File: src/shift_reg_pkg.sv
// shared constants and types for the four-stage load/shift register
`default_nettype none
package shift_reg_pkg;
   // ----------------------------------------
   // geometry
   // ----------------------------------------
   localparam int STAGE_COUNT = 4;
   localparam int PIN_COUNT = 8;
   // ----------------------------------------
   // input bundle bit positions after synchronising
   // ----------------------------------------
   localparam int PIN_CLK = 0;
   localparam int PIN_SERIAL = 1;
   localparam int PIN_SELECT = 2;
   localparam int PIN_DRIVE = 3;
   localparam int PIN_PAR_LSB = 4;
   // ----------------------------------------
   // reset values
   // ----------------------------------------
   localparam logic [STAGE_COUNT-1:0] STAGE_RESET = 4'h0;
   localparam logic [PIN_COUNT-1:0] PIN_RESET = 8'h00;
   localparam logic OE_N_RESET = 1'h1;
   // ----------------------------------------
   // modes of the select input
   // ----------------------------------------
   typedef enum logic {
      MODE_SHIFT = 1'h0,
      MODE_LOAD = 1'h1
   } mode_type;
endpackage
`default_nettype wire

File: src/pin_sync.sv
// three-flop pin synchroniser with agreement filter
`timescale 1ns/100ps
`default_nettype none
module pin_sync #(
   parameter int WIDTH = 8,
   parameter logic [WIDTH-1:0] RESET_VALUE = '0
) (
   // clock and reset
   input wire logic clk_sys,
   input wire logic nrst,
   // pins and filtered result
   input wire logic [WIDTH-1:0] rawIn,
   output logic [WIDTH-1:0] cleanOut
);
   logic [WIDTH-1:0] meta_ff;
   logic [WIDTH-1:0] second_ff;
   logic [WIDTH-1:0] third_ff;
   logic [WIDTH-1:0] clean_ff;
   logic [WIDTH-1:0] agree;
   logic [WIDTH-1:0] nxt_clean;

   if (WIDTH < 1) begin : gWidthCheck
      $error("pin_sync: WIDTH must be at least one");
   end

   // only the second and third flops are compared; the first may be metastable
   assign agree = ~(second_ff ^ third_ff);
   assign nxt_clean = (agree & second_ff) | (~agree & clean_ff);
   assign cleanOut = clean_ff;

   always_ff @(posedge clk_sys) begin
      if (!nrst) begin
         meta_ff <= RESET_VALUE;
         second_ff <= RESET_VALUE;
         third_ff <= RESET_VALUE;
         clean_ff <= RESET_VALUE;
      end else begin
         meta_ff <= rawIn;
         second_ff <= meta_ff;
         third_ff <= second_ff;
         clean_ff <= nxt_clean;
      end
   end
endmodule
`default_nettype wire

File: src/load_shift_register.sv
// four-stage register with parallel load, right shift and disable-able outputs
`timescale 1ns/100ps
`default_nettype none
// Overview of operation
// - four stages, each with its own parallel input and its own output
// - select high copies each parallel input into its own stage
// - stages change only on a falling edge of the device clock pin
// - select high keeps the serial input out of every stage
// - select low shifts: serial into stage zero, each stage takes its predecessor
// - without a falling clock edge every stage holds its value
// - drive enable high drives the stored values onto the outputs
// - drive enable low floats all outputs regardless of the clock
// - floating the outputs does not stop loading or shifting
module load_shift_register (
   // system clock and reset
   input wire logic clk_sys,
   input wire logic nrst,
   // device control pins
   input wire logic deviceClk,
   input wire logic load_shift_select,
   input wire logic output_drive_enable,
   input wire logic serial_in,
   // parallel data pins
   input wire logic parallelIn0,
   input wire logic parallelIn1,
   input wire logic parallelIn2,
   input wire logic parallelIn3,
   // stage outputs
   output logic stageOut0,
   output logic stageOut1,
   output logic stageOut2,
   output logic stageOut3,
   // output enable, low while driving
   output logic stageOutOeN
);
   import shift_reg_pkg::*;

   // ----------------------------------------
   // elaboration checks
   // ----------------------------------------
   // the parallel pins must sit inside the synchroniser bundle or stages read the wrong pins
   if (PIN_PAR_LSB + STAGE_COUNT > PIN_COUNT) begin : gPinCheck
      $error("load_shift_register: parallel pins do not fit the pin bundle");
   end

   // ----------------------------------------
   // pin synchronisation
   // ----------------------------------------
   // every pin goes through the same depth so data stays aligned with the clock edge
   logic [PIN_COUNT-1:0] rawPins;
   logic [PIN_COUNT-1:0] cleanPins;

   assign rawPins[PIN_CLK] = deviceClk;
   assign rawPins[PIN_SERIAL] = serial_in;
   assign rawPins[PIN_SELECT] = load_shift_select;
   assign rawPins[PIN_DRIVE] = output_drive_enable;
   assign rawPins[PIN_PAR_LSB+0] = parallelIn0;
   assign rawPins[PIN_PAR_LSB+1] = parallelIn1;
   assign rawPins[PIN_PAR_LSB+2] = parallelIn2;
   assign rawPins[PIN_PAR_LSB+3] = parallelIn3;

   pin_sync #(
      .WIDTH(PIN_COUNT),
      .RESET_VALUE(PIN_RESET)
   ) uPinSync (
      .clk_sys(clk_sys),
      .nrst(nrst),
      .rawIn(rawPins),
      .cleanOut(cleanPins)
   );

   // ----------------------------------------
   // decode
   // ----------------------------------------
   logic clkPrev_ff;
   logic fallEdge;
   mode_type mode;
   logic serialBit;
   logic [STAGE_COUNT-1:0] parallelBits;
   logic [STAGE_COUNT-1:0] stage_ff;
   logic [STAGE_COUNT-1:0] nxt_stage;
   logic oeN_ff;
   logic nxt_oeN;

   // clock reset low so the release of reset never fakes a falling edge
   assign fallEdge = clkPrev_ff & ~cleanPins[PIN_CLK];
   assign mode = mode_type'(cleanPins[PIN_SELECT]);
   assign serialBit = cleanPins[PIN_SERIAL];
   assign parallelBits = cleanPins[PIN_PAR_LSB +: STAGE_COUNT];

   // ----------------------------------------
   // next stage values
   // ----------------------------------------
   // left shift is purely outside wiring into the parallel inputs, nothing here
   for (genvar i = 0; i < STAGE_COUNT; i++) begin : gStage
      logic shiftSource;
      logic modeValue;
      if (i == 0) begin : gFirst
         assign shiftSource = serialBit;
      end else begin : gLater
         assign shiftSource = stage_ff[i-1];
      end
      // load path never looks at the serial bit
      assign modeValue = (mode == MODE_LOAD) ? parallelBits[i] : shiftSource;
      assign nxt_stage[i] = fallEdge ? modeValue : stage_ff[i];
   end

   // enable does not gate the stage update, only the drive
   assign nxt_oeN = ~cleanPins[PIN_DRIVE];

   // ----------------------------------------
   // registers
   // ----------------------------------------
   // the system reset clears the stages for a clean simulation; the part itself has no reset pin
   always_ff @(posedge clk_sys) begin
      if (!nrst) begin
         clkPrev_ff <= PIN_RESET[PIN_CLK];
         stage_ff <= STAGE_RESET;
         oeN_ff <= OE_N_RESET;
      end else begin
         clkPrev_ff <= cleanPins[PIN_CLK];
         stage_ff <= nxt_stage;
         oeN_ff <= nxt_oeN;
      end
   end

   // ----------------------------------------
   // outputs
   // ----------------------------------------
   assign stageOut0 = stage_ff[0];
   assign stageOut1 = stage_ff[1];
   assign stageOut2 = stage_ff[2];
   assign stageOut3 = stage_ff[3];
   assign stageOutOeN = oeN_ff;
endmodule
`default_nettype wire

File: config.mk
export PLATFORM = sky130hd
export DESIGN_NAME = load_shift_register
export DESIGN_NICKNAME = d
export VERILOG_FILES = /design/src/shift_reg_pkg.sv /design/src/pin_sync.sv /design/src/load_shift_register.sv
export SDC_FILE = /design/constraint.sdc
export NUM_CORES = 1
export LEC_CHECK = 0
export ABC_AREA = 1
export ABC_CLOCK_PERIOD_IN_PS = 1600
export BUFFER_PORTS_ARGS = -buffer_cell sky130_fd_sc_hd__buf_2
export CAP_MARGIN = 5
export CELL_PAD_IN_SITES_DETAIL_PLACEMENT = 1
export CELL_PAD_IN_SITES_GLOBAL_PLACEMENT = 1
export CORE_MARGIN = 2
export CORE_UTILIZATION = 44
export CTS_CLUSTER_DIAMETER = 120
export CTS_CLUSTER_SIZE = 30
export DETAILED_ROUTE_END_ITERATION = 8
export GPL_TIMING_DRIVEN = 0
export PLACE_DENSITY_LB_ADDON = 0.08
export SLEW_MARGIN = 40
export SYNTH_ARGS = -nofsm -noshare
export SYNTH_HDL_FRONTEND = slang
export SYNTH_SLANG_ARGS = --single-unit
export TNS_END_PERCENT = 30
File: constraint.sdc
create_clock -name clk_sys -period 1.6 [get_ports clk_sys]
set_input_delay 0.24 -clock clk_sys [delete_from_list [all_inputs] [get_ports clk_sys]]
set_output_delay 0.24 -clock clk_sys [all_outputs]
set_load 0.05 [all_outputs]
# Word-level counts from Yosys, hierarchy flattened
# Cells that the tools add are included.
[word_totals] wordCells=20 output_inout_bits=5 reg_bits=38 inputBits=10
[op_classes] muxes=4 n_bitwise=9
[op_table] op="bitwise AND 8 bit" count=2
[op_table] op="NOT 8 bit" count=2
[op_table] op="OR 8 bit" count=1
[op_table] op="XOR 8 bit" count=1
[op_table] op="2-to-1 mux 1 bit" count=4
[op_table] op="NOT 1 bit" count=2
[op_table] op="bitwise AND 1 bit" count=1

# Longest topological paths before layout
# Gate-level depths: netlist of run 1.
[logic_depth] word_depth=5 ltp_mapped=5

# Modules after synthesis
# From an unflattened synthesis of run 1, not the netlist that was laid out.
[hier_totals] cells_unflattened=157 hier_area_um2=1285.0
[modules_own_cells] mod="pin_sync" cells_per_inst=107 seq_area_each_um2=640.6 n_inst=1 area_each_um2=979.7
[modules_own_cells] mod="load_shift_register" cells_per_inst=50 seq_area_each_um2=120.1 n_inst=1 area_each_um2=305.3

# Worst setup path before layout of run 1
# OpenSTA, ideal clock, no wires.
[synth_path] kind="flip-flop to flip-flop" startpoint="register stage_ff[0]" endpoint="register stage_ff[1]" t_arrival_ns=0.894 n_path_buf=0 path_slack_ns=0.642 synth_period_minus_slack_ns=0.958 setup_ns=0.064 required_ns=1.536 stages_incl_launch_ff=5 cell_sequence="dfxtp_1 > nand2_1 > nand2_1 > nor2_2 > nor2_1"
[synth_between] elab_chain_cells=1
[synth_lines] element="start, declared" line="load_shift_register.sv:80" rtl="logic [STAGE_COUNT-1:0] stage_ff;"
[synth_lines] element="start signal, assigned" line="load_shift_register.sv:122" rtl="stage_ff <= nxt_stage;"
[synth_lines] element="2-to-1 mux 1 bit" line="load_shift_register.sv:104" rtl="assign modeValue = (mode == MODE_LOAD) ? parallelBits[i] : shiftSource;"
# Every way passes these cells.
# A chain may end at the register's enable or synchronous reset.

# Worst setup path in the final report of run 1
[layout_path] startpoint="register stage_ff[0]" endpoint="output stageOut0"
[layout_rtl] element="end, declared" line="load_shift_register.sv:29" rtl="output logic stageOut0,"
# No word-level cell between the ends.

==> impl_results.md, run 1 <==
* #FFs+latches synth at 38
* GRT overflow at 0
* Hold WC Path Type: in -> reg
* FMAX at 817 MHz
* Vias in the first global route at approximately 1,000
* Crit end category: output port
* Clk buf depth at 2
* Starting Density at a little under half
* Biggest cell delay along the critical path at 370 ps
* WL per Instance at between 10 and 15 um
* WP data required at approximately 1400 ps
* Post-CTS Repair Setup Buffers at 0
* Width of the die at 57.8 um
* Synthesized netlist cell count at 158
* Crit-path slowest cell: dfxtp_1
* Drt initial violations at 12
* Pwr Density at between 1000 and 1500 nW/um^2
* Row Count at 19
* Mean Syn Cell Area at 8.05 um^2
* Tot GR Track Use at 16.6%
* Io pins at 15
* Mapped Area at 1270 um^2
* Routed WL at between 2000 and 2500 um
* Synth unique cells at 13
* Drc violations at 0
* Setup CP Type: reg -> out
* Crit Path Max Fanout at 3
* DP HPWL at 1700 um
* Total of max-cap violations at 0
* Area growth syn-to-layout at 14.4%
* Final setup TNS at 0 ps
* CTS tree: yes
* Fin. Hold Viols at 0
* Initial antenna violation count at 0
* Core area at 2760 um^2
* Global placer's final weighted congestion at around 0.76
* Status: finished clean
* Final ANT Viol Nets at 0
* Maximum VDD drop at 0.000698 V
* Post_cts resized at 0
* Relative slew margins at 83.3%
* Critical Path AT at 980 ps
* Setup Viol. Count Final at 0
* Cts bufs inserted at 5
* Area leader, netlist: dfxtp_1
* Average vias per placed instance at 4.58
* Worst Skew at 4.27 ps
* Die area at 3340 um^2
* First-pass GRT wire length at between 4000 and 5000 um
* DR pass1 iterations at 4
* Setup WS pre-CTS at 694 ps
* Ratio of cells with drive above 1 in the final layout at 17.9%
* Sequential area share after synthesis at 59.8%
* Top cells by area, synth: dfxtp_1 (60%), nand2_1 (14%), inv_1 (10%)
* I/O Buffers at 13
* Worst-Margin Slew at 252 ps
* RSZ-0062 raised after global routing: false
* Crit path cell chain: buf_2
* Synthesized Nets at ~170
* Clock Latency Late Sink at 340 ps
* Largest net degree at the start of global routing at 12
* # clock sinks at 38
* Fin crit share at about three quarters
* Startpoint type of the worst setup path: flip-flop
* Pins over their slew limit at 0
* Yosys warns at 0
* Final setup margin at 376 ps
* Post-layout util at 52.7%
* Family with the most delay on the worst path: flip-flops
* CP Buf/Inv Count at 1
* H-tree depth at 2
* Share of the synthesized area in the top cell type at 59.8%
* CTS Root Cell: clkbuf_4
* Worst-path clk slew at 110 ps
* Nets at ~190
* Die Y at 57.8 um
* Via count at 962
* Min cycle time layout at 1220 ps
* Post-CTS Hold Buffers at 0
* Static Leak at a little over 0.8 nW
* Diodes inserted at 0
## final timing paths
path,cells past startpoint,to,slack (ps),start
max,1,stageOut0,380,stage_ff[0]$_SDFFE_PN0P_
min,3,uPinSync.meta_ff[1]$_SDFF_PN0_,80,serial_in
max reg2reg,5,stage_ff[1]$_SDFFE_PN0P_,680,flip-flop
min reg2reg,1,stageOutOeN$_SDFF_PN1_,390,flip-flop
## cells in the mapped netlist
master and number:
nand2_1 46, dfxtp_1 38, inv_1 35, nor2_1 12
a21oi_1 8, o21ai_0 8, nor2_2 4, buf_6 2
buf_2 1, buf_4 1, inv_2 1, nand2_2 1
nor2_4 1
## per-stage QoR
stage	hold WS (ps)	area, um^2	power [mW]	instances
2_1_floorplan	338	1270	1.04	158
3_3_place_gp	372	1380	1.06	202
3_5_place_dp	378	1380	1.06	202
4_1_cts	64.5	1450	1.66	210
5_1_grt	74.5	1450	1.71	210
6_report	79.9	1450	1.64	210
## layer usage
metal  wire length, um  share of wire [%]  global-route usage [%]  up-vias
met5                 0                  0                       0        -
met4                34                1.4                    7.97        0
met3               110                4.7                    6.70        5
met2              1270                 54                    29.7       24
met1               934                 40                    16.6      442
li1                  -                  -                       -      491
## cell type report
class                   count  area [um^2]
fillers                   355         1300
flip-flops and latches     38          761
multi-input cells          80          340
inverters                  36          135
clock buffers               8         78.8
repair buffers             13         65.1
well taps                  31         38.8
plain buffers               4         35.0
## worst register-to-register path, cell delays in order (launching register included)
cell and delay [ps]:
dfxtp_1 460, inv_2 90, nand2_1 80, nand2_1 70
nor2_2 80, nor2_1 50
## report_power, final
| part | switching [mW] | internal [mW] |
|---|---|---|
| Clock | 0.299 | 0.300 |
| Combinational | 0.0317 | 0.0248 |
| Sequential | 0.0117 | 0.970 |
| Total | 0.342 | 1.30 |
## placed cells by master (no fill, tap or decap), types with 2 or more instances in the layout
master,instances
a21oi_1,8
inv_1,35
buf_6,2
dfxtp_1,38
nor2_2,4
nand2_1,46
nor2_1,12
buf_2,14
clkbuf_8,3
clkbuf_4,5
o21ai_0,8
## cells by family after synthesis
group	synth area share [%]
simple gates	20.5
buf+inv	13.4
flops	59.8
compound gates	6.30
Power figures use the tool's default switching activity.
==> run 2: changes to the inputs <==
--- a/config.mk
+++ b/config.mk
@@ -5,14 +5,14 @@
 export SDC_FILE = /design/constraint.sdc
 export NUM_CORES = 1
 export LEC_CHECK = 0
-export ABC_AREA = 1
-export ABC_CLOCK_PERIOD_IN_PS = 1600
+export ABC_AREA = 0
+export ABC_CLOCK_PERIOD_IN_PS = 1100
 export BUFFER_PORTS_ARGS = -buffer_cell sky130_fd_sc_hd__buf_2
 export CAP_MARGIN = 5
 export CELL_PAD_IN_SITES_DETAIL_PLACEMENT = 1
 export CELL_PAD_IN_SITES_GLOBAL_PLACEMENT = 1
 export CORE_MARGIN = 2
-export CORE_UTILIZATION = 44
+export CORE_UTILIZATION = 39
 export CTS_CLUSTER_DIAMETER = 120
 export CTS_CLUSTER_SIZE = 30
 export DETAILED_ROUTE_END_ITERATION = 8
==> constraint.sdc (replaced) <==
create_clock -name clk_sys -period 1.1 [get_ports clk_sys]
set_input_delay 0.165 -clock clk_sys [delete_from_list [all_inputs] [get_ports clk_sys]]
set_output_delay 0.165 -clock clk_sys [all_outputs]
set_load 0.05 [all_outputs]
==> impl_results.md, run 2 <==
* Status: finished clean
* Nets at 137
* Synthesized Nets at 117
* Pins over their slew limit at 0
* DP HPWL at 1320 um
* Average vias per placed instance at 4.48
* Commonest cells after routing, fill and taps aside: dfxtp_1 (34), and2_1 (25), nand2_1 (9)
* Commonest non-fill, non-tap cell in the layout: dfxtp_1
* #FFs+latches synth at 38
* Initial antenna violation count at 0
* P_int at 1.93 mW
* Mean Syn Cell Area at around 11 um^2
* Min cycle time layout at ~1000 ps
* Die area at 3620 um^2
* Cts bufs inserted at 5
* Clk buf depth at 2
* Io pins at 15
* Top cells by area, synth: dfxtp_1 (62%), and2_1 (13%), a21boi_1 (4.9%)
* CTS tree: yes
* Seq. cell area at 766 um^2
* Share of the synthesized area in the top cell type at 61.9%
* Biggest cell delay along the critical path at 380 ps
* GRT overflow at 0
* RSZ-0062 raised after global routing: false
* Largest net degree at the start of global routing at 13
* Post-CTS Repair Setup Buffers at 0
* Synth unique cells at 13
* Drt initial violations at 24
* Vias in the first global route at about 760
* Static Leak at 0.566 nW
* CP Buf/Inv Count at 1
* I/O Buffers at 13
* Filler Cells Inserted at ~330
* WP data required at 940 ps
* Synth cell count leaders: dfxtp_1 (38), and2_1 (25), nand2_1 (9)
* Routed WL at ~1900 um
* CTS Root Cell: clkbuf_4
* Sequential area share after synthesis at 61.9%
* Family with the most delay on the worst path: flip-flops
* Final ANT Viol Nets at 0
* Net load switching power at 485 uW
* Post-synthesis async set-or-reset flop share at 0%
* Core area at 3030 um^2
* Total power at 2.41 mW
* # clock sinks at 38
* Relative slew margins at 86.6%
* Multi-input logic area at 409 um^2
* Pwr Density at 1650 nW/um^2
* Total of max-cap violations at 0
* Area growth syn-to-layout at 18.7%
* First-pass GRT wire length at ~3200 um
* Worst-path clk slew at roughly 110 ps
* Diodes inserted at 0
* Setup CP Type: reg -> out
* Tot GR Track Use at 13.1%
* Synth Flop Type: dfxtp_1
* Mapped Area at 1230 um^2
* Clock share of power at between 30% and 40%
* Crit Path Max Fanout at 3
* Fin. Hold Viols at 0
* Crit-path slowest cell: dfxtp_2
* Clock Latency Late Sink at 340 ps
* Via count at 771
* Ratio of cells with drive above 1 in the final layout at 31.3%
* Maximum VDD drop at 0.000899 V
* Starting Density at 40.6%
* Crit path cell chain: buf_6
* Yosys warns at 0
* Fin crit share at 95.0%
* Area leader, netlist: dfxtp_1
* Worst Skew at 11.1 ps
* Seq pwr share at 59.0%
* Critical Path AT at 880 ps
* Startpoint type of the worst setup path: flip-flop
* Drc violations at 0
* DR pass1 iterations at 4
* Synthesized netlist cell count at ~110
* Post-layout util at 48.2%
* Switching Share at about a fifth
* WL per Instance at 10.9 um
* Most common cell in the netlist: dfxtp_1
* H-tree depth at 2
* Combinational group share of total power at 3.3%
* Hold WC Path Type: in -> reg
* FMAX at 957 MHz
* Crit end category: output port
* Global placer's final weighted congestion at 0.711
* Row Count at 20
* Die Y at about 60 um
* Worst-Margin Slew at 195 ps
* Setup Viol. Count Final at 0
* Post-synth EDFFs at 0
* Width of the die at around 60 um
run 2: cell count changes in the layout (fill, tap and decap cells not counted), sizes merged, moves of 4 or more:
cell,change
and2,+25
nand2,-38
a21oi,-4
nor2,-17
o21ai,+4
a21boi,+8
inv,-36
mux2i,+4
run 2: area by class of cell:
| cell class | instances | area share (%) |
|---|---|---|
| buffer | 6 | 4.11 |
| multi-input combinational | 63 | 28.0 |
| clock inverter | 3 | 2.74 |
| clock buffer | 5 | 2.57 |
| timing repair buffer | 13 | 6.34 |
| tap | 44 | 3.77 |
| sequential | 38 | 52.4 |
run 2: metal layers:
metal	GRT usage, %	up-vias	routed length (um)
met4	7.62	0	48
met5	0	-	0
met3	6.49	7	106
met1	12.0	360	799
li1	-	389	-
met2	23.0	15	921
run 2: per-stage QoR:
stage	hold WS (ps)	worst slack (ps)	cell area [um^2]	TNS [ps]	cells
2_1_floorplan	292	89.4	1230	0	107
3_3_place_gp	361	241	1350	0	164
3_5_place_dp	376	199	1350	0	164
4_1_cts	5.08	-16.0	1450	-16.0	172
5_1_grt	0.668	3.56	1460	0	172
6_report	21.2	54.6	1460	0	172
run 2: cell families (layout without fill, tap and decap cells):
logic type,count (synthesis),after routing,synth area share [%]
buffers and inverters,6,27,4.88
and+or+nand+nor,35,35,16.2
muxes,4,4,3.26
DFF,38,38,61.9
AOI/OAI and AO/OA,24,24,13.8
run 2: power by group through the flow:
stage | logic [mW] | clock network [mW] | registers, mW
global route | 0.0894 | 1.01 | 1.43
floorplan | 0.0535 | 0 | 1.46
finish | 0.0801 | 0.908 | 1.43
global placement | 0.0796 | 0 | 1.46
detailed placement | 0.0821 | 0 | 1.46
CTS | 0.0828 | 0.948 | 1.43
run 2: final timing paths:
kind	startpoint	to	slack, ps	depth (start not counted)
setup / recovery	stage_ff[0]$_SDFFE_PN0P_	stageOut0	50	1
hold / removal	parallelIn2	uPinSync.meta_ff[6]$_SDFF_PN0_	20	2
setup reg to reg	flip-flop	stage_ff[2]$_SDFFE_PN0P_	190	3
hold reg to reg	flip-flop	stageOutOeN$_SDFF_PN1_	400	1
run 2: repair_timing:
action	in CTS	in global routing
setup endpoints to repair	5	2
gates resized for setup	10	3
hold buffers	0	0
==> run 3: changes to the inputs <==
--- a/config.mk
+++ b/config.mk
@@ -12,7 +12,7 @@
 export CELL_PAD_IN_SITES_DETAIL_PLACEMENT = 1
 export CELL_PAD_IN_SITES_GLOBAL_PLACEMENT = 1
 export CORE_MARGIN = 2
-export CORE_UTILIZATION = 39
+export CORE_UTILIZATION = 38
 export CTS_CLUSTER_DIAMETER = 120
 export CTS_CLUSTER_SIZE = 30
 export DETAILED_ROUTE_END_ITERATION = 8
@@ -21,5 +21,6 @@
 export SLEW_MARGIN = 40
 export SYNTH_ARGS = -nofsm -noshare
 export SYNTH_HDL_FRONTEND = slang
+export SYNTH_HIERARCHICAL = 1
 export SYNTH_SLANG_ARGS = --single-unit
 export TNS_END_PERCENT = 30
==> impl_results.md, run 3 <==
* Final setup margin at approximately 62 ps
* Share of the synthesized area in the top cell type at 64.6%
* Drc violations at 0
* Die Y at 59.7 um
* Multi-input logic area at between 300 and 400 um^2
* CTS tree: yes
* Sequential area share after synthesis at ~65%
* DP HPWL at 1350 um
* Hold WC Path Type: in -> reg
* Setup Viol. Count Final at 0
* Min cycle time layout at approximately 1000 ps
* Filler Cells Inserted at 337
* GRT overflow at 0
* Global placer's final weighted congestion at 0.676
* Maximum VDD drop at 0.000814 V
* #FFs+latches synth at 38
* Commonest non-fill, non-tap cell in the layout: dfxtp_1
* Yosys warns at 6
* Routed WL at 1890 um
* Critical Path AT at 870 ps
* Crit path from: stage_ff[3]$_SDFFE_PN0P_
* Synthesized Nets at about 120
* Cts bufs inserted at 5
* Static Leak at around 0.55 nW
* WP data required at 940 ps
* Core area at 3000 um^2
* Largest net degree at the start of global routing at 13
* Clk buf depth at 2
* Nets at 137
* Crit Path Max Fanout at 2
* Synth Flop Type: dfxtp_1
* Cells on worst reg2reg path at 3
* Design Area, Final at 1380 um^2
* Initial antenna violation count at 0
* Worst-Margin Slew at 171 ps
* CP Buf/Inv Count at 1
* Top cells by area, synth: dfxtp_1 (65%), and2_1 (13%), mux2i_1 (3.4%)
* Status: finished clean
* Most common cell in the netlist: dfxtp_1
* CTS Root Cell: clkbuf_4
* Ratio of cells with drive above 1 in the final layout at 24.2%
* Diodes inserted at 0
* Worst Hold Depth at 2
* Synth cell count leaders: dfxtp_1 (38), and2_1 (25), nand2_1 (9)
* Biggest cell delay along the critical path at 340 ps
* Fin crit share at between 90% and 100%
* First-pass GRT wire length at between 3000 and 4000 um
* R2r setup slk at 170 ps
* Post-CTS Repair Setup Buffers at 0
* Width of the die at 59.7 um
* Startpoint type of the worst setup path: flip-flop
* Final setup TNS at 0 ps
* H-tree depth at 2
* Hold wc startpoint: deviceClk
* Total of max-cap violations at 0
* I/O Buffers at 14
* Pins over their slew limit at 0
* Fin. Hold Viols at 0
* DR pass1 iterations at 4
* Via count at 786
* Hold EP: uPinSync/meta_ff[0]$_SDFF_PN0_
* Drt initial violations at 16
* Relative slew margins at 88.3%
* RSZ-0062 raised after global routing: false
* Pwr Density at 1620 nW/um^2
* Io pins at 15
* Setup CP Type: reg -> out
* # clock sinks at 38
* RR Endpoint: stage_ff[2]$_SDFFE_PN0P_
* FMAX at 963 MHz
* Commonest cells after routing, fill and taps aside: dfxtp_1 (35), and2_1 (25), buf_2 (12), nand2_1 (9), o21ai_0 (7)
* Synthesized netlist cell count at 106
* Family with the most delay on the worst path: flip-flops
* Crit end category: output port
* Tot GR Track Use at 13.2%
* Die area at 3560 um^2
* Mapped Area at 1180 um^2
* Mean Syn Cell Area at 11.1 um^2
* WL per Instance at 11.7 um
* Average vias per placed instance at 4.88
* Clock Latency Late Sink at 330 ps
* Crit path cell chain: buf_4
* Seq. cell area at 764 um^2
* Worst Skew at about 3.8 ps
* Crit-path slowest cell: dfxtp_1
* Placement Cell Area at 1290 um^2
* Final ANT Viol Nets at 0
* Area growth syn-to-layout at 16.9%
* Setup WS pre-CTS at ~160 ps
* Final hold slack at 24.7 ps
* Synth unique cells at 16
* Post-layout util at between 40% and 50%
* Starting Density at 39.2%
* WP depth at 1
* Vias in the first global route at between 700 and 800
* Post-synthesis async set-or-reset flop share at 0%
* Row Count at 20
* Worst-path clk slew at 100 ps
* Post-synth EDFFs at 0
* Area leader, netlist: dfxtp_1
==> run 3: cell count changes in the layout (fill, tap and decap cells not counted), sizes merged <==
cell	change
o21ai	-1
o211ai	+1
a21boi	-1
clkinv	-1
buf	+1
bufinv	-1
clkbuf	+1
nand3	+1
==> run 3: stage by stage <==
stage               total power, mW  cells
floorplan                      1.49    106
global route                   2.35    161
CTS                            2.28    161
global placement               1.53    153
finish                         2.23    161
detailed placement             1.53    153
==> run 3: power breakdown <==
part | internal [mW] | switching [mW] | total, mW
sequential | 1.41 | 0.0136 | 1.43
clock | 0.310 | 0.420 | 0.730
combinational | 0.0381 | 0.0322 | 0.0703
total | 1.76 | 0.466 | 2.23
==> run 3: layer usage <==
| metal | vias to the layer above | global-route usage, % | share of wire [%] | wire length, um |
|---|---|---|---|---|
| li1 | 389 | - | - | - |
| met5 | - | 0 | 0 | 0 |
| met4 | 0 | 5.71 | 1.6 | 31 |
| met2 | 17 | 21.3 | 50 | 944 |
| met3 | 4 | 6.49 | 5.7 | 108 |
| met1 | 376 | 14.7 | 43 | 806 |
==> run 3: repair_timing <==
| item | CTS | global route |
|---|---|---|
| setup endpoints to repair | 4 | 4 |
| gates resized for setup | 7 | 5 |
| hold buffers | 0 | 0 |
==> run 3: worst max path at each step <==
stage                               endpoint  slack (ps)
floorplan           stage_ff[2]$_SDFFE_PN0P_         110
global placement    stage_ff[2]$_SDFFE_PN0P_         200
detailed placement  stage_ff[2]$_SDFFE_PN0P_         160
CTS                                stageOut0           8
global route                       stageOut3           7
finish                             stageOut3          60
==> run 3: final cells by class <==
| class | instances | share of cell area (%) |
|---|---|---|
| Sequential cell | 38 | 55.5 |
| Buffer | 5 | 2.45 |
| Clock buffer | 7 | 4.00 |
| Timing Repair Buffer | 14 | 6.82 |
| Tap cell | 33 | 3.00 |
| Clock inverter | 1 | 0.364 |
| Multi-Input combinational cell | 63 | 27.8 |
==> run 3: cells by family after synthesis <==
kind of cell / after synthesis / share of synthesized area, %
muxes: 4 / 3.40
AOI/OAI and AO/OA: 23 / 11.8
and+or+nand+nor: 36 / 17.3
DFF: 38 / 64.6
buffers and inverters: 5 / 2.87
